**src/hdl/pipm_consts.vh**
```
// Constants for the peripheral idle power manager.
// Assumes a 100 MHz clock and a one second time-base tick made inside the block.
`ifndef PIPM_CONSTS_VH
`define PIPM_CONSTS_VH

// Clock and time base
`define PIPM_CLK_HZ 100000000
`define PIPM_TICK_SEC 1
`define PIPM_TICK_CYCLES (`PIPM_CLK_HZ * `PIPM_TICK_SEC)

// Timer counter width in seconds
`define PIPM_SEC_W 11

// Fixed timeouts in seconds
`define PIPM_PORT_SEC 11'h01E
`define PIPM_HDD_PH2_SEC 11'h00A
`define PIPM_FLOPPY_SEC 11'h01E
`define PIPM_SEC_ZERO 11'h000
`define PIPM_SEC_ONE 11'h001

// Register map (word index; byte address is index times four)
`define PIPM_ADDR_W 4
`define PIPM_REG_CTRL 4'h0
`define PIPM_REG_VIDSEL 4'h1
`define PIPM_REG_HDDSEL 4'h2
`define PIPM_REG_CDSEL 4'h3
`define PIPM_REG_STATUS 4'h4
`define PIPM_REG_VIDCNT 4'h5
`define PIPM_REG_HDDCNT 4'h6
`define PIPM_REG_CDCNT 4'h7

// Control register fields
`define PIPM_CTRL_AC 0
`define PIPM_CTRL_CDROM 1
`define PIPM_CTRL_RESET 32'h0000_0000

// Status register fields
`define PIPM_ST_VIDSAVE 0
`define PIPM_ST_PORTSTBY 1
`define PIPM_ST_HDDSTBY 2
`define PIPM_ST_HDDOFF 3
`define PIPM_ST_CDOFF 4

// Selection register widths and reset values
`define PIPM_SEL_W 5
`define PIPM_SEL_RESET 5'h00

// I/O port addresses
`define PIPM_IO_W 10
`define PIPM_IO_HDD_BASE 10'h1F0
`define PIPM_IO_HDD_MASK 10'h3F8
`define PIPM_IO_HDD_ALT 10'h3F6
`define PIPM_IO_FDD_A 10'h3F2
`define PIPM_IO_FDD_B 10'h3F4
`define PIPM_IO_FDD_C 10'h3F5
`define PIPM_IO_CD_A 10'h3F7
`define PIPM_IO_CD_B 10'h376

// Power sequencing step times in cycles
`define PIPM_SEQ_W 8
`define PIPM_SEQ_POWER_CYC 8'h40
`define PIPM_SEQ_RESET_CYC 8'h20
`define PIPM_SEQ_ZERO 8'h00

`endif

```
**src/hdl/pipm_idle_timer.v**
```verilog
// One reloadable idle countdown timer in seconds.
// Assumes tick is a one-cycle pulse once per second on the same clock.
`include "pipm_consts.vh"

module pipm_idle_timer #(
	parameter W = `PIPM_SEC_W
) (
	input wire clk,
	input wire reset_n,
	input wire tick,
	input wire retrigger,
	input wire [W-1:0] timeout,
	output reg expired,
	output reg [W-1:0] count
);

	// Retrigger reloads and wins over a tick; expiry is a single pulse at zero
	always @(posedge clk) begin
		if (!reset_n) begin
			count <= {W{1'b0}};
			expired <= 1'b0;
		end else begin
			expired <= 1'b0;
			if (retrigger) begin
				count <= timeout;
			end else if (tick && count != {W{1'b0}}) begin
				count <= count - {{(W-1){1'b0}}, 1'b1};
				if (count == {{(W-1){1'b0}}, 1'b1})
					expired <= 1'b1;
			end
		end
	end

endmodule // pipm_idle_timer

```
**src/hdl/pipm_power_manager.v**
```verilog
// Idle timers and drive power sequencing for a notebook's peripherals.
// Assumes synchronous activity strobes and a one-cycle-latency register port.
`include "pipm_consts.vh"

// What this block does
// - Assigned device activity retriggers its timer
// - Video timeouts 30s to 20min, 30min AC
// - Video expiry puts CRT and LCD saving
// - Only keyboard and mouse retrigger video
// - Ports timer 30s; standby, stop clock, decodes
// - Serial standby drives transceiver powerdown low
// - Disk phase one 10s to 5min, 30min AC
// - Fixed 10s second disk phase
// - Phase one spins down, disables interface
// - Phase two cuts power, clock, buffer
// - Ports 1F0-1F7, 3F6 retrigger disk timer
// - Disk power off drives enable low
// - Floppy 30s; CD 1 to 15min, 30min AC
// - Expiry powers drives off, tri-states, buffer off
// - Floppy and CD ports retrigger timer
// - Buffer disable drives enable_n high
// - Drive power off drives control low
// - Disk reset held until power, before interface
// - CD buffer off before power off
// - CD buffer on after power, reset
// - Shared power on while any drive active
// - CD reset before power, released before buffer
module pipm_power_manager #(
	parameter TICK_CYCLES = `PIPM_TICK_CYCLES
) (
	input wire clk,
	input wire reset_n,
	input wire [`PIPM_ADDR_W-1:0] regAddr,
	input wire [31:0] regWrData,
	input wire regWrite,
	input wire regRead,
	output reg [31:0] regRdData,
	input wire keyboardControllerActive,
	input wire mouseActive,
	input wire parallelActive,
	input wire firstSerialPortActive,
	input wire secondSerialPortActive,
	input wire infraredPortActive,
	input wire ioStrobe,
	input wire [`PIPM_IO_W-1:0] ioAddr,
	input wire externalFloppyActive,
	output reg videoPowerSave,
	output reg portStandby,
	output reg serialClockStop,
	output reg portDecodeDisable,
	output reg serial_xcvr_powerdown_n,
	output reg hddSpinDown,
	output reg hddInterfaceDisable,
	output reg hdd_power_enable,
	output reg hdd_reset_n,
	output reg hddClockStop,
	output reg hddBufferDisable,
	output reg cd_floppy_power_on,
	output reg cd_reset_n,
	output reg cd_buffer_enable_n,
	output reg driveInterfaceTristate,
	output reg ioHold
);

	// Power sequencer states
	localparam [3:0] SEQ_ON = 4'b0001;
	localparam [3:0] SEQ_OFF = 4'b0010;
	localparam [3:0] SEQ_POWER = 4'b0100;
	localparam [3:0] SEQ_RESET = 4'b1000;

	// Seconds for each selection code of the video timer
	function [`PIPM_SEC_W-1:0] videoSeconds;
		input [`PIPM_SEL_W-1:0] sel;
		input ac;
		begin
			case (sel)
				5'h00: videoSeconds = 11'h01E;
				5'h01: videoSeconds = 11'h03C;
				5'h02: videoSeconds = 11'h05A;
				5'h03: videoSeconds = 11'h078;
				5'h04: videoSeconds = 11'h096;
				5'h05: videoSeconds = 11'h0B4;
				5'h06: videoSeconds = 11'h0D2;
				5'h07: videoSeconds = 11'h0F0;
				5'h08: videoSeconds = 11'h10E;
				5'h09: videoSeconds = 11'h12C;
				5'h0A: videoSeconds = 11'h168;
				5'h0B: videoSeconds = 11'h1A4;
				5'h0C: videoSeconds = 11'h1E0;
				5'h0D: videoSeconds = 11'h21C;
				5'h0E: videoSeconds = 11'h258;
				5'h0F: videoSeconds = 11'h384;
				5'h10: videoSeconds = 11'h4B0;
				5'h11: videoSeconds = ac ? 11'h708 : 11'h4B0;
				default: videoSeconds = 11'h01E;
			endcase
		end
	endfunction

	// Seconds for each selection code of the first disk phase
	function [`PIPM_SEC_W-1:0] hddSeconds;
		input [`PIPM_SEL_W-1:0] sel;
		input ac;
		begin
			case (sel)
				5'h00: hddSeconds = 11'h00A;
				5'h01: hddSeconds = 11'h014;
				5'h02: hddSeconds = 11'h01E;
				5'h03: hddSeconds = 11'h028;
				5'h04: hddSeconds = 11'h032;
				5'h05: hddSeconds = 11'h03C;
				5'h06: hddSeconds = 11'h046;
				5'h07: hddSeconds = 11'h050;
				5'h08: hddSeconds = 11'h05A;
				5'h09: hddSeconds = 11'h078;
				5'h0A: hddSeconds = 11'h0B4;
				5'h0B: hddSeconds = 11'h0F0;
				5'h0C: hddSeconds = 11'h12C;
				5'h0D: hddSeconds = ac ? 11'h708 : 11'h12C;
				default: hddSeconds = 11'h00A;
			endcase
		end
	endfunction

	// Seconds for the floppy or CD-ROM timer
	function [`PIPM_SEC_W-1:0] cdSeconds;
		input [`PIPM_SEL_W-1:0] sel;
		input ac;
		input cdrom;
		begin
			if (!cdrom) begin
				cdSeconds = `PIPM_FLOPPY_SEC;
			end else begin
				case (sel)
					5'h00: cdSeconds = 11'h03C;
					5'h01: cdSeconds = 11'h078;
					5'h02: cdSeconds = 11'h0B4;
					5'h03: cdSeconds = 11'h0F0;
					5'h04: cdSeconds = 11'h12C;
					5'h05: cdSeconds = 11'h168;
					5'h06: cdSeconds = 11'h1A4;
					5'h07: cdSeconds = 11'h1E0;
					5'h08: cdSeconds = 11'h21C;
					5'h09: cdSeconds = 11'h258;
					5'h0A: cdSeconds = 11'h384;
					5'h0B: cdSeconds = ac ? 11'h708 : 11'h384;
					default: cdSeconds = 11'h03C;
				endcase
			end
		end
	endfunction

	reg [31:0] tickCnt_q;
	reg tick_q;
	reg [31:0] ctrl_q;
	reg [`PIPM_SEL_W-1:0] vidSel_q;
	reg [`PIPM_SEL_W-1:0] hddSel_q;
	reg [`PIPM_SEL_W-1:0] cdSel_q;
	reg [3:0] hddSeq_q;
	reg [3:0] cdSeq_q;
	reg [`PIPM_SEQ_W-1:0] hddStep_q;
	reg [`PIPM_SEQ_W-1:0] cdStep_q;
	reg hddPhase2_q;
	wire acPresent = ctrl_q[`PIPM_CTRL_AC];
	wire cdromFitted = ctrl_q[`PIPM_CTRL_CDROM];
	wire hddAccess;
	wire cdAccess;
	wire vidRetrig;
	wire portRetrig;
	wire vidExpired;
	wire portExpired;
	wire hddExpired;
	wire hdd2Expired;
	wire cdExpired;
	wire [`PIPM_SEC_W-1:0] vidCount;
	wire [`PIPM_SEC_W-1:0] hddCount;
	wire [`PIPM_SEC_W-1:0] cdCount;

	// Port address decode of the two drive groups
	assign hddAccess = ioStrobe && (((ioAddr & `PIPM_IO_HDD_MASK) == `PIPM_IO_HDD_BASE)
		|| ioAddr == `PIPM_IO_HDD_ALT);
	assign cdAccess = ioStrobe && (ioAddr == `PIPM_IO_FDD_A || ioAddr == `PIPM_IO_FDD_B
		|| ioAddr == `PIPM_IO_FDD_C || ioAddr == `PIPM_IO_CD_A
		|| ioAddr == `PIPM_IO_CD_B);
	// Video ignores display traffic on purpose
	assign vidRetrig = keyboardControllerActive || mouseActive;
	assign portRetrig = parallelActive || firstSerialPortActive
		|| secondSerialPortActive || infraredPortActive;

	// One second time base shared by all timers
	always @(posedge clk) begin
		if (!reset_n) begin
			tickCnt_q <= 32'h0000_0000;
			tick_q <= 1'b0;
		end else if (tickCnt_q == TICK_CYCLES - 1) begin
			tickCnt_q <= 32'h0000_0000;
			tick_q <= 1'b1;
		end else begin
			tickCnt_q <= tickCnt_q + 32'h0000_0001;
			tick_q <= 1'b0;
		end
	end

	pipm_idle_timer u_vidTimer (
		.clk(clk),
		.reset_n(reset_n),
		.tick(tick_q),
		.retrigger(vidRetrig),
		.timeout(videoSeconds(vidSel_q, acPresent)),
		.expired(vidExpired),
		.count(vidCount)
	);

	pipm_idle_timer u_portTimer (
		.clk(clk),
		.reset_n(reset_n),
		.tick(tick_q),
		.retrigger(portRetrig),
		.timeout(`PIPM_PORT_SEC),
		.expired(portExpired),
		.count()
	);

	pipm_idle_timer u_hddTimer (
		.clk(clk),
		.reset_n(reset_n),
		.tick(tick_q),
		.retrigger(hddAccess),
		.timeout(hddSeconds(hddSel_q, acPresent)),
		.expired(hddExpired),
		.count(hddCount)
	);

	// Second disk phase is armed by first phase expiry
	pipm_idle_timer u_hdd2Timer (
		.clk(clk),
		.reset_n(reset_n),
		.tick(tick_q && hddPhase2_q),
		.retrigger(hddExpired || hddAccess),
		.timeout(`PIPM_HDD_PH2_SEC),
		.expired(hdd2Expired),
		.count()
	);

	pipm_idle_timer u_cdTimer (
		.clk(clk),
		.reset_n(reset_n),
		.tick(tick_q),
		.retrigger(cdAccess || externalFloppyActive),
		.timeout(cdSeconds(cdSel_q, acPresent, cdromFitted)),
		.expired(cdExpired),
		.count(cdCount)
	);

	// Register writes
	always @(posedge clk) begin
		if (!reset_n) begin
			ctrl_q <= `PIPM_CTRL_RESET;
			vidSel_q <= `PIPM_SEL_RESET;
			hddSel_q <= `PIPM_SEL_RESET;
			cdSel_q <= `PIPM_SEL_RESET;
		end else if (regWrite) begin
			case (regAddr)
				`PIPM_REG_CTRL: ctrl_q <= regWrData;
				`PIPM_REG_VIDSEL: vidSel_q <= regWrData[`PIPM_SEL_W-1:0];
				`PIPM_REG_HDDSEL: hddSel_q <= regWrData[`PIPM_SEL_W-1:0];
				`PIPM_REG_CDSEL: cdSel_q <= regWrData[`PIPM_SEL_W-1:0];
				default: ;
			endcase
		end
	end

	// Read data one cycle after the strobe, zero otherwise and when unmapped
	always @(posedge clk) begin
		if (!reset_n) begin
			regRdData <= 32'h0000_0000;
		end else if (regRead) begin
			case (regAddr)
				`PIPM_REG_CTRL: regRdData <= {30'h0000_0000, ctrl_q[1:0]};
				`PIPM_REG_VIDSEL: regRdData <= {27'h000_0000, vidSel_q};
				`PIPM_REG_HDDSEL: regRdData <= {27'h000_0000, hddSel_q};
				`PIPM_REG_CDSEL: regRdData <= {27'h000_0000, cdSel_q};
				`PIPM_REG_STATUS: regRdData <= {27'h000_0000, !cd_floppy_power_on,
					!hdd_power_enable, hddSpinDown, portStandby, videoPowerSave};
				`PIPM_REG_VIDCNT: regRdData <= {21'h00_0000, vidCount};
				`PIPM_REG_HDDCNT: regRdData <= {21'h00_0000, hddCount};
				`PIPM_REG_CDCNT: regRdData <= {21'h00_0000, cdCount};
				default: regRdData <= 32'h0000_0000;
			endcase
		end else begin
			regRdData <= 32'h0000_0000;
		end
	end

	// Video and port saving; activity wins over a same-cycle expiry
	always @(posedge clk) begin
		if (!reset_n) begin
			videoPowerSave <= 1'b0;
			portStandby <= 1'b0;
			serialClockStop <= 1'b0;
			portDecodeDisable <= 1'b0;
			serial_xcvr_powerdown_n <= 1'b1;
		end else begin
			if (vidRetrig)
				videoPowerSave <= 1'b0;
			else if (vidExpired)
				videoPowerSave <= 1'b1;
			if (portRetrig) begin
				portStandby <= 1'b0;
				serialClockStop <= 1'b0;
				portDecodeDisable <= 1'b0;
				serial_xcvr_powerdown_n <= 1'b1;
			end else if (portExpired) begin
				portStandby <= 1'b1;
				serialClockStop <= 1'b1;
				portDecodeDisable <= 1'b1;
				serial_xcvr_powerdown_n <= 1'b0;
			end
		end
	end

	// Hard disk: spin down, then power off; access powers back up in order
	always @(posedge clk) begin
		if (!reset_n) begin
			hddSeq_q <= SEQ_ON;
			hddStep_q <= `PIPM_SEQ_ZERO;
			hddPhase2_q <= 1'b0;
			hddSpinDown <= 1'b0;
			hddInterfaceDisable <= 1'b0;
			hdd_power_enable <= 1'b1;
			hdd_reset_n <= 1'b1;
			hddClockStop <= 1'b0;
			hddBufferDisable <= 1'b0;
		end else begin
			case (hddSeq_q)
				SEQ_ON: begin
					if (hddAccess) begin
						hddPhase2_q <= 1'b0;
						hddSpinDown <= 1'b0;
						hddInterfaceDisable <= 1'b0;
					end else if (hdd2Expired && hddPhase2_q) begin
						hdd_power_enable <= 1'b0;
						hddClockStop <= 1'b1;
						hddBufferDisable <= 1'b1;
						hdd_reset_n <= 1'b0;
						hddPhase2_q <= 1'b0;
						hddSeq_q <= SEQ_OFF;
					end else if (hddExpired) begin
						hddSpinDown <= 1'b1;
						hddInterfaceDisable <= 1'b1;
						hddPhase2_q <= 1'b1;
					end
				end
				SEQ_OFF: begin
					if (hddAccess) begin
						hdd_reset_n <= 1'b0;
						hdd_power_enable <= 1'b1;
						hddClockStop <= 1'b0;
						hddStep_q <= `PIPM_SEQ_POWER_CYC;
						hddSeq_q <= SEQ_POWER;
					end
				end
				SEQ_POWER: begin
					if (hddStep_q == `PIPM_SEQ_ZERO) begin
						hdd_reset_n <= 1'b1;
						hddStep_q <= `PIPM_SEQ_RESET_CYC;
						hddSeq_q <= SEQ_RESET;
					end else begin
						hddStep_q <= hddStep_q - 8'h01;
					end
				end
				SEQ_RESET: begin
					if (hddStep_q == `PIPM_SEQ_ZERO) begin
						hddBufferDisable <= 1'b0;
						hddSpinDown <= 1'b0;
						hddInterfaceDisable <= 1'b0;
						hddSeq_q <= SEQ_ON;
					end else begin
						hddStep_q <= hddStep_q - 8'h01;
					end
				end
				default: hddSeq_q <= SEQ_ON;
			endcase
		end
	end

	// Floppy and CD-ROM: buffer off first, then power; back up in reverse
	always @(posedge clk) begin
		if (!reset_n) begin
			cdSeq_q <= SEQ_ON;
			cdStep_q <= `PIPM_SEQ_ZERO;
			cd_floppy_power_on <= 1'b1;
			cd_reset_n <= 1'b1;
			cd_buffer_enable_n <= 1'b0;
			driveInterfaceTristate <= 1'b0;
		end else begin
			case (cdSeq_q)
				SEQ_ON: begin
					// External floppy activity keeps power on
					if (cdExpired && !cdAccess && !externalFloppyActive) begin
						cd_buffer_enable_n <= 1'b1;
						driveInterfaceTristate <= 1'b1;
						cdStep_q <= `PIPM_SEQ_RESET_CYC;
						cdSeq_q <= SEQ_OFF;
					end
				end
				SEQ_OFF: begin
					if (cdAccess || externalFloppyActive) begin
						if (!cd_floppy_power_on) begin
							cd_reset_n <= 1'b0;
							cd_floppy_power_on <= 1'b1;
							cdStep_q <= `PIPM_SEQ_POWER_CYC;
							cdSeq_q <= SEQ_POWER;
						end else begin
							cd_buffer_enable_n <= 1'b0;
							driveInterfaceTristate <= 1'b0;
							cdSeq_q <= SEQ_ON;
						end
					end else if (cdStep_q != `PIPM_SEQ_ZERO) begin
						cdStep_q <= cdStep_q - 8'h01; // buffer settles first
					end else if (cd_floppy_power_on) begin
						cd_floppy_power_on <= 1'b0;
						cd_reset_n <= 1'b0; // Held in reset ahead of the next power-up
					end
				end
				SEQ_POWER: begin
					if (cdStep_q == `PIPM_SEQ_ZERO) begin
						cd_reset_n <= 1'b1;
						cdStep_q <= `PIPM_SEQ_RESET_CYC;
						cdSeq_q <= SEQ_RESET;
					end else begin
						cdStep_q <= cdStep_q - 8'h01;
					end
				end
				SEQ_RESET: begin
					if (cdStep_q == `PIPM_SEQ_ZERO) begin
						cd_buffer_enable_n <= 1'b0;
						driveInterfaceTristate <= 1'b0;
						cdSeq_q <= SEQ_ON;
					end else begin
						cdStep_q <= cdStep_q - 8'h01;
					end
				end
				default: cdSeq_q <= SEQ_ON;
			endcase
		end
	end

	// Hold the pending access while either drive is coming back up
	always @(posedge clk) begin
		if (!reset_n)
			ioHold <= 1'b0;
		else
			ioHold <= (hddSeq_q != SEQ_ON && hddSeq_q != SEQ_OFF)
				|| (hddSeq_q == SEQ_OFF && hddAccess)
				|| (cdSeq_q == SEQ_POWER || cdSeq_q == SEQ_RESET)
				|| (cdSeq_q == SEQ_OFF && cdAccess && !cd_floppy_power_on);
	end

endmodule // pipm_power_manager

```
**config.mk**
```make
export PLATFORM = sky130hd
export DESIGN_NAME = pipm_power_manager
export DESIGN_NICKNAME = d
export VERILOG_FILES = /design/src/hdl/pipm_idle_timer.v /design/src/hdl/pipm_power_manager.v
export VERILOG_INCLUDE_DIRS = /design/src /design/src/hdl
export SDC_FILE = /design/constraint.sdc
export NUM_CORES = 1
export LEC_CHECK = 0
export ABC_AREA = 0
export BUFFER_PORTS_ARGS = -buffer_cell sky130_fd_sc_hd__buf_2
export CORE_UTILIZATION = 49
export DETAILED_ROUTE_END_ITERATION = 8
export PLACE_DENSITY = 0.69
export SLEW_MARGIN = 0
export SYNTH_ARGS = -nofsm -noshare
export SYNTH_HDL_FRONTEND = slang
export SYNTH_SLANG_ARGS = --single-unit
```
**constraint.sdc**
```tcl
create_clock -name clk -period 3.6 [get_ports clk]
set_clock_uncertainty 0.05 [all_clocks]
set_input_delay 0.72 -clock clk [delete_from_list [all_inputs] [get_ports clk]]
set_output_delay 0.72 -clock clk [all_outputs]
set_load 0.1 [all_outputs]
```
# After elaboration in Yosys (flattened, before gate mapping)
# Index checks and enable logic that the tools add are counted.
dict set report totals {
  ff_bits 179
  in_bits 58
  out_inout_bits 48
  wordCells 299
}
dict set report op_classes {
  add_sub_neg 8
  eq_ne 90
  muxes 77
  n_bitwise 6
  reduce_logical 82
}
# operator n
set op_table {}
lappend op_table {{11-bit one-hot mux with 17 select lines} 1}
lappend op_table {{11-bit one-hot mux with 13 select lines} 1}
lappend op_table {{11-bit one-hot mux with 11 select lines} 1}
lappend op_table {{11-bit two-way mux} 9}
lappend op_table {{5-bit by 4-bit equality test with 1-bit output, second input constant} 18}
lappend op_table {{11-bit one-hot mux with 8 select lines} 1}
lappend op_table {{8-bit two-way mux} 9}
lappend op_table {{10-bit equality test, second input constant} 6}
lappend op_table {{5-bit by 3-bit equality test with 1-bit output, second input constant} 12}
lappend op_table {{11-bit by 1-bit equality test with 1-bit output, second input constant} 5}
lappend op_table {{11-bit nonzero test} 5}
lappend op_table {{11-bit by 1-bit subtractor with 11-bit output, second input constant} 5}
lappend op_table {{4-bit two-way mux} 11}
lappend op_table {{32-bit by 1-bit adder with 32-bit output, second input constant} 1}
lappend op_table {{32-bit by 27-bit equality test with 1-bit output, second input constant} 1}
lappend op_table {{4-bit one-hot mux with 4 select lines} 2}
lappend op_table {{8-bit one-hot mux with 4 select lines} 1}
lappend op_table {{5-bit by 2-bit equality test with 1-bit output, second input constant} 6}
lappend op_table {{1-bit two-way mux} 29}
lappend op_table {{5-bit AND reduction} 5}
lappend op_table {{4-bit by 3-bit equality test with 1-bit output, second input constant} 6}
lappend op_table {{8-bit one-hot mux with 3 select lines} 1}
lappend op_table {{2-bit != test, second input constant} 11}
lappend op_table {{4-bit by 2-bit equality test with 1-bit output, second input constant} 4}
lappend op_table {{31 further kinds} 112}

# Depth between registers and ports, before layout
# Gate-level depths: netlist of run 1.
dict set report depth {
  word_depth 11
  depth_mapped 8
  mapped_depth_nobuf 8
}

# Hierarchy
# From an unflattened synthesis of run 1, not the netlist that was laid out.
dict set report unflattened {
  hier_cells 1147
  area_unflattened_um2 9282.7
}
# module instances cells_each area_each_um2 seq_area_each_um2
set modules_own_cells {}
lappend modules_own_cells {pipm_power_manager 1 719 5696.7 1961.9}
lappend modules_own_cells {{pipm_idle_timer at u_cdTimer ...} 4 85 710.7 240.2}
lappend modules_own_cells {{pipm_idle_timer at u_portTimer} 1 88 743.2 240.2}

# Least setup slack after synthesis of run 1
# OpenSTA, ideal clock, no wires.
dict set report synth_timing {
  kind {in2reg}
  startpoint {input ioAddr[3]}
  endpoint {register cdStep_q[5]}
  setup_ns 0.122
  arrival_ns 2.183
  required_time_ns 3.428
  path_slack_ns 1.246
  stages 7
  cell_sequence {and4b_1 -> and3_4 -> a21o_1 -> buf_2 -> mux2i_2 -> nand2_1 -> o311a_1}
}
dict set report synth_between {
  elab_chain_len 11
  elab_cells_between_ends 20
  classes_between {8 x eq/ne; 2 x mux; 10 x reduce/logical}
}
# item line
set synth_rtl {}
lappend synth_rtl {{start, declared} pipm_power_manager.v:45} ;# input wire [`PIPM_IO_W-1:0] ioAddr,
lappend synth_rtl {{10-bit equality test (no source line)} n/a}
lappend synth_rtl {{1-bit logical OR (no source line) (3 in series)} n/a}
lappend synth_rtl {{1-bit logical OR (no source line) (*)} n/a}
lappend synth_rtl {{1-bit logical AND (*)} pipm_power_manager.v:182} ;# assign cdAccess = ioStrobe && (ioAddr == `PIPM_IO_FDD_A || ioAddr == `PIPM_IO_FDD_B
lappend synth_rtl {{1-bit zero test} pipm_power_manager.v:400} ;# if (cdExpired && !cdAccess && !externalFloppyActive) begin
lappend synth_rtl {{1-bit logical AND (2 in series)} pipm_power_manager.v:400}
lappend synth_rtl {{2-bit != test (no source line)} n/a}
lappend synth_rtl {{5-bit AND reduction (no source line)} n/a}
lappend synth_rtl {{end signal, assigned} pipm_power_manager.v:403} ;# cdStep_q <= `PIPM_SEQ_RESET_CYC;
lappend synth_rtl {{end signal, assigned} pipm_power_manager.v:412} ;# cdStep_q <= `PIPM_SEQ_POWER_CYC;
lappend synth_rtl {{end signal, assigned} pipm_power_manager.v:420} ;# cdStep_q <= cdStep_q - 8'h01;
lappend synth_rtl {{end, declared} pipm_power_manager.v:162} ;# reg [`PIPM_SEQ_W-1:0] cdStep_q;
# Every way passes the cells marked *; elsewhere a longest branch is shown, timed or not.
# A chain may end at the register's enable or synchronous reset.

# Worst setup path after layout of run 1
dict set report layout_timing {
  startpoint {register u_hddTimer.count[0]}
  endpoint {register u_hddTimer.count[9]}
}
dict set report layout_between {
  elab_chain_len 3
  elab_cells_between_ends 6
  classes_between {1 x add/sub; 2 x mux; 3 x reduce/logical}
}
# item line
set layout_rtl {}
lappend layout_rtl {{start, declared} pipm_idle_timer.v:14} ;# output reg [W-1:0] count
lappend layout_rtl {{start signal, assigned} pipm_idle_timer.v:20} ;# count <= {W{1'b0}};
lappend layout_rtl {{start signal, assigned} pipm_idle_timer.v:25} ;# count <= timeout;
lappend layout_rtl {{start signal, assigned} pipm_idle_timer.v:27} ;# count <= count - {{(W-1){1'b0}}, 1'b1};
lappend layout_rtl {{11-bit by 1-bit subtractor with 11-bit output / 11-bit nonzero test (equally long branches)} {pipm_idle_timer.v:27, pipm_idle_timer.v:26}}
lappend layout_rtl {{11-bit two-way mux / 1-bit logical AND (equally long branches)} pipm_idle_timer.v:26} ;# end else if (tick && count != {W{1'b0}}) begin
lappend layout_rtl {{11-bit two-way mux / 2-bit nonzero test (equally long branches)} n/a}
# Parallel ways exist; a longest one is shown, timed or not. The select of a mux whose other input is x is not followed.

==> results of run 1 <==
==> layout make-up <==
class                      instances  area share, %
inverter                          36           1.39
tap                              225           2.90
sequential                       158           32.6
clock buffer                      17           4.38
multi-input combinational        811           53.4
timing repair buffer              66           3.76
clock inverter                    15           1.59
==> critical path, stage by stage (launching register included) <==
cell and delay, ns:
dfxtp_1 0.37, inv_1 0.17, ha_1 0.22, or3b_1 0.41, o31ai_4 0.44, nand4b_4 0.26
nor2_2 0.06, xnor2_1 0.12, a211oi_1 0.21
==> power groups by stage <==
| stage | Combinational (mW) | Sequential (mW) | Clock, mW |
|---|---|---|---|
| 4_1_cts | 0.610 | 1.86 | 1.81 |
| 3_3_place_gp | 0.604 | 1.90 | 0 |
| 6_report | 0.612 | 1.86 | 1.78 |
| 3_5_place_dp | 0.607 | 1.90 | 0 |
| 2_1_floorplan | 0.485 | 1.93 | 0 |
| 5_1_grt | 0.667 | 1.87 | 1.88 |
==> per-layer routing <==
metal / share of wire [%] / GRT usage (%) / vias up
li1: - / - / 3802
met1: 48 / 30.7 / 3507
met2: 46 / 36.0 / 193
met3: 4.6 / 4.47 / 24
met4: 1.4 / 7.47 / 0
met5: 0 / 0 / -
==> Yosys cell counts (all sizes together) (12+ instances only) <==
cell,n
dfxtp,158
mux2i,22
clkbuf,41
nand2,90
nor4b,12
a21oi,73
nor4,15
nand3,39
xor2,34
buf,36
a211oi,14
and3,18
nor2b,12
nor3,35
xnor2,32
nor2,143
ha,15
inv,36
o21ai,48
or3,16
==> logic make-up after synthesis <==
logic type / Yosys count / synth area share (%)
compound gates: 220 / 16.7
other cells: 1 / 0.0427
xor+xnor: 66 / 6.58
buf+inv: 113 / 6.01
fa+ha+maj: 15 / 2.14
mux: 37 / 5.16
flops: 158 / 36.0
simple gates: 452 / 27.4
==> sequential cells by signal, summed over array words and instances (netlist names), 2 cells and up <==
signal,count
u_hdd2Timer.count,11
regRdData,11
hddStep_q,8
u_cdTimer.count,11
hddSeq_q,4
u_hddTimer.count,11
cdSel_q,5
hddSel_q,5
cdStep_q,8
ctrl_q,2
u_vidTimer.count,11
vidSel_q,5
cdSeq_q,4
tickCnt_q,32
u_portTimer.count,11
==> how the worst max path moves through the flow <==
stage | from | depth (start not counted) | end
2_1_floorplan | ioAddr[3] | 7 | cdStep_q[5]
3_3_place_gp | ioAddr[0] | 8 | cdStep_q[3]
3_5_place_dp | ioAddr[0] | 8 | cdStep_q[3]
4_1_cts | u_hddTimer.count[0] | 8 | u_hddTimer.count[9]
5_1_grt | cdStep_q[0] | 8 | cdStep_q[3]
6_report | u_hddTimer.count[0] | 8 | u_hddTimer.count[9]
==> metrics by stage <==
stage                     std cells  instance area (µm²)  hold slack [ns]
after floorplan                1082                 8860            0.361
after global placement         1296                 9130            0.365
after detailed placement       1296                 9130            0.371
after CTS                      1328                 9710            0.388
after global routing           1328                 9710            0.402
final                          1328                 9710            0.386
==> results.json, run 1 <==
{
  "clock_latency_ns": 0.44,
  "fillCellCount": 1622,
  "grt_max_degree": 49,
  "drc": 0,
  "yosysTopAreaCell": "dfxtp_1",
  "nets": 1163,
  "seqPwrFrac_pct": 43.7,
  "max_slew_margin_pct": 53.2,
  "synth_area_um2": 8780,
  "final_core_util_pct": 55.7,
  "hold_viol_final": 0,
  "worstSetupPathType": "reg -> reg",
  "maxCapViolations": 0,
  "cts_root_buf": "clkbuf_16",
  "reg2reg_slack_ns": 1.21,
  "avgViaCountPerCell": 5.67,
  "rows": 48,
  "place.port_buffers": 57,
  "most-common-layout-cells": "158 x dfxtp_1, 139 x nor2_1, 90 x nand2_1",
  "power_density_nw_per_um2": 439,
  "wire_per_inst_um": 15.2,
  "p_sw_mw": 1.29,
  "dr.pass1.iters": 5,
  "pwr-share-clk_pct": 41.9,
  "r2r-start": "u_hddTimer.count[0]",
  "worst_pin_slew_ns": 0.692,
  "layout_commonest_cell": "dfxtp_1",
  "num_vias": 7526,
  "min_to": "videoPowerSave",
  "synthCells": 1062,
  "setup_violations": 0,
  "grt_pass1_vias": 6747,
  "cts_hold_buf": 0,
  "final_antenna_net_count": 0,
  "cts_tree": "done",
  "grt_pass1_wl_um": 33200,
  "seq_area_um2": 3160,
  "finalWorstSetupSlack_ns": 1.21,
  "fin_crit_ns": 2.39,
  "worstSetupStartpointType": "flip-flop",
  "cts_resized": 0,
  "slew_violations": 0,
  "area_growth_pct": 10.5,
  "min_path_cells": 2,
  "p_total_mw": 4.26,
  "htreeDepth": 4,
  "ys_warn_count": 0,
  "dpl.hpwl_um": 14100,
  "synthTopCellsByArea": "dfxtp_1 36%, nor2_1 5.9%, a21oi_1 4.1%, nand2_1 3.8%, xor2_1 3.4%",
  "synth_top_area_share_pct": 36.0,
  "cts_buffers": 17,
  "antenna_cells": 0,
  "wl_um": 20200,
  "rr_worst_depth": 8,
  "rsz0062_at_grt": "no",
  "die_w_um": 136,
  "post-place-ws_ns": 0.919,
  "p_sw_share_pct": 30.3,
  "drt_iter0_drc": 495,
  "postSynthAreaPerCell_um2": 8.27,
  "clk_path_buf_depth": 2,
  "grt_antenna_before_repair": 0,
  "crit_fanout": 8,
  "status": "finished, final reports clean",
  "finalWeightedCongestion": 0.890,
  "yosysSeqAreaShare_pct": 36.0,
  "start_util_pct": 50.4,
  "intPower_mw": 2.97,
  "grt_use_total_pct": 22.7,
  "peakVddDrop_mv": 0.582,
  "ys_ff_latch": 158,
  "required_ns": 3.89,
  "rr_endpoint": "u_hddTimer.count[9]",
  "finalSetupTns_ns": 0,
  "p_comb_share_pct": 14.4,
  "p_leak_nw": 3.68,
  "period_share_pct": 66.5,
  "arrival_ns": 2.69,
  "die-area_um2": 18500,
  "die_h_um": 136,
  "ys_types": 95,
  "clock_sinks": 158,
  "post-cts-setup-buffer-count": 0,
  "async_flop_share_pct": 0,
  "min_path_type": "reg -> reg",
  "grt_overflow_total": 0,
  "multiInputGateArea_um2": 5180,
  "holdCritStartpoint": "u_vidTimer.expired",
  "synth_edf_count": 0,
  "io_pins": 106,
  "ys.flop_type": "dfxtp_1",
  "fmax_ghz": 0.418,
  "drive_gt1_share_pct": 14.4,
  "clkTransAtPathRegs_ns": 0.06,
  "end_kind": "flip-flop",
  "core-area_um2": 17400
}
(Power assumes the default switching activity.)
==> run 2: changes to the inputs <==
==> constraint.sdc (replaced) <==
create_clock -name clk -period 2.3 [get_ports clk]
set_clock_uncertainty 0.05 [all_clocks]
set_input_delay 0.46 -clock clk [delete_from_list [all_inputs] [get_ports clk]]
set_output_delay 0.46 -clock clk [all_outputs]
set_load 0.1 [all_outputs]
==> results.json, run 2 (same netlist as run 1, synthesis figures left out) <==
{
  "status": "finished, final reports clean",
  "cts_root_buf": "clkbuf_16",
  "core-area_um2": 17400,
  "cts_buffers": 17,
  "post-place-ws_ns": 0.0334,
  "cp_slowest_cell": "dfxtp_1",
  "p_leak_nw": 3.84,
  "most-common-layout-cells": "158 x dfxtp_1, 139 x nor2_1, 90 x nand2_1",
  "nets": 1196,
  "final_antenna_net_count": 0,
  "wire_per_inst_um": 15.4,
  "grt_overflow_total": 0,
  "io_pins": 106,
  "dr.pass1.iters": 6,
  "fillCellCount": 1601,
  "die-area_um2": 18500,
  "layout_commonest_cell": "dfxtp_1",
  "area_growth_pct": 13.6,
  "clock_sinks": 158,
  "rows": 48,
  "start_util_pct": 50.4,
  "die_h_um": 136,
  "cts_tree": "done",
  "setup_violations": 0,
  "holdWs_ns": 0.267,
  "worstSetupPathType": "reg -> reg",
  "slew_violations": 0,
  "max_slew_margin_pct": 60.8,
  "fin_crit_ns": 2.16,
  "avgViaCountPerCell": 5.73,
  "num_vias": 7805,
  "dpl.hpwl_um": 14900,
  "clk_path_buf_depth": 2,
  "fmax_ghz": 0.462,
  "min_path_type": "in -> reg",
  "die_w_um": 136,
  "holdCritStartpoint": "regWrData[2]",
  "rsz0062_at_grt": "no",
  "final_core_util_pct": 57.3,
  "finalWorstSetupSlack_ns": 0.137,
  "htreeDepth": 4,
  "grt_use_total_pct": 23.4,
  "drt_iter0_drc": 482,
  "crit_chain": "inv_1 > ha_1 > nor3b_1 > buf_4 > a21boi_2 > or3_4 > o21a_2 > nand2_1 > o311a_1",
  "largest_reg_flops": 32,
  "reg2reg_slack_ns": 0.14,
  "min_to": "hddSel_q[2]",
  "grt_antenna_before_repair": 0,
  "drc": 0,
  "p_total_mw": 6.67,
  "antenna_cells": 0,
  "worst_pin_slew_ns": 0.587,
  "rr_endpoint": "cdStep_q[5]",
  "place.port_buffers": 57,
  "regMostFlops": "tickCnt_q",
  "r2r-start": "cdStep_q[0]",
  "crit_path_max_incr_delay_ns": 0.43,
  "clock_latency_ns": 0.43,
  "grt_pass1_wl_um": 34600,
  "startpoint": "cdStep_q[0]",
  "wl_um": 21000,
  "rr_worst_depth": 9,
  "period_share_pct": 94.0,
  "finalWeightedCongestion": 0.915,
  "drive_gt1_share_pct": 16.9,
  "arrival_ns": 2.42,
  "power_density_nw_per_um2": 668,
  "required_ns": 2.56,
  "finalSetupTns_ns": 0,
  "min_path_cells": 3,
  "peakVddDrop_mv": 0.572,
  "hold_viol_final": 0,
  "worstSetupStartpointType": "flip-flop",
  "crit_fanout": 6,
  "grt_pass1_vias": 7100,
  "maxCapViolations": 0,
  "clkTransAtPathRegs_ns": 0.07,
  "grt_max_degree": 51,
  "end_kind": "flip-flop"
}
-- run 2: cell count changes in the layout (fill, tap and decap cells not counted), moves of 2 or more --
| cell | before | now |
|---|---|---|
| clkinv_2 | 1 | 3 |
| inv_8 | 4 | 0 |
| clkbuf_8 | 0 | 2 |
| buf_4 | 8 | 40 |
-- run 2: worst max path at each step --
stage                                     end  slack [ns]  cells after the start
final                             cdStep_q[5]        0.14                      9
after global placement            cdStep_q[3]        0.06                      7
after floorplan           u_hddTimer.count[9]        0.17                      8
after CTS                        hddStep_q[2]     0.00006                      8
after global routing      u_hddTimer.count[9]       0.002                      8
after detailed placement          cdStep_q[5]        0.03                      7
-- run 2: timing repair --
action,CTS,global route
buffers inserted,0,0
hold buffers,0,0
resized for setup,0,4
endpoints found under the setup margin,0,9
-- run 2: report_power, final --
| part | internal (mW) | total, mW | switching [mW] |
|---|---|---|---|
| clock network | 1.55 | 2.73 | 1.18 |
| logic | 0.354 | 1.03 | 0.671 |
| registers | 2.81 | 2.91 | 0.107 |
-- run 2: critical path: cells and delay by family, from the launching register on --
| kind | cells | cell delay, ns |
|---|---|---|
| adders and majority gates | 1 | 0.20 |
| DFF | 1 | 0.43 |
| buffers and inverters | 2 | 0.26 |
| and+or+nand+nor | 3 | 0.39 |
| AOI/OAI and AO/OA | 3 | 0.70 |
-- run 2: area by class of cell --
| cell class | count | area (µm²) | area share (%) |
|---|---|---|---|
| Clock inverter | 12 | 110 | 1.10 |
| Multi-Input combinational cell | 811 | 5210 | 52.2 |
| Timing Repair Buffer | 99 | 626 | 6.27 |
| Sequential cell | 158 | 3160 | 31.7 |
| Inverter | 36 | 135 | 1.35 |
| Tap cell | 225 | 282 | 2.82 |
| Clock buffer | 20 | 457 | 4.58 |
-- run 2: layer usage --
layer  vias to the layer above  part of all wire [%]  GRT usage (%)
li1                       3861                     -              -
met1                      3727                    47           31.1
met2                       186                    47           38.0
met3                        31                   5.0           4.81
met4                         0                   1.3           7.28
met5                         -                     0              0
-- run 2: metrics by stage --
step	cell area, µm²	cells
finish	9980	1361
CTS	9950	1361
floorplan	8860	1082
detailed placement	9390	1329
global route	9980	1361
global placement	9390	1329
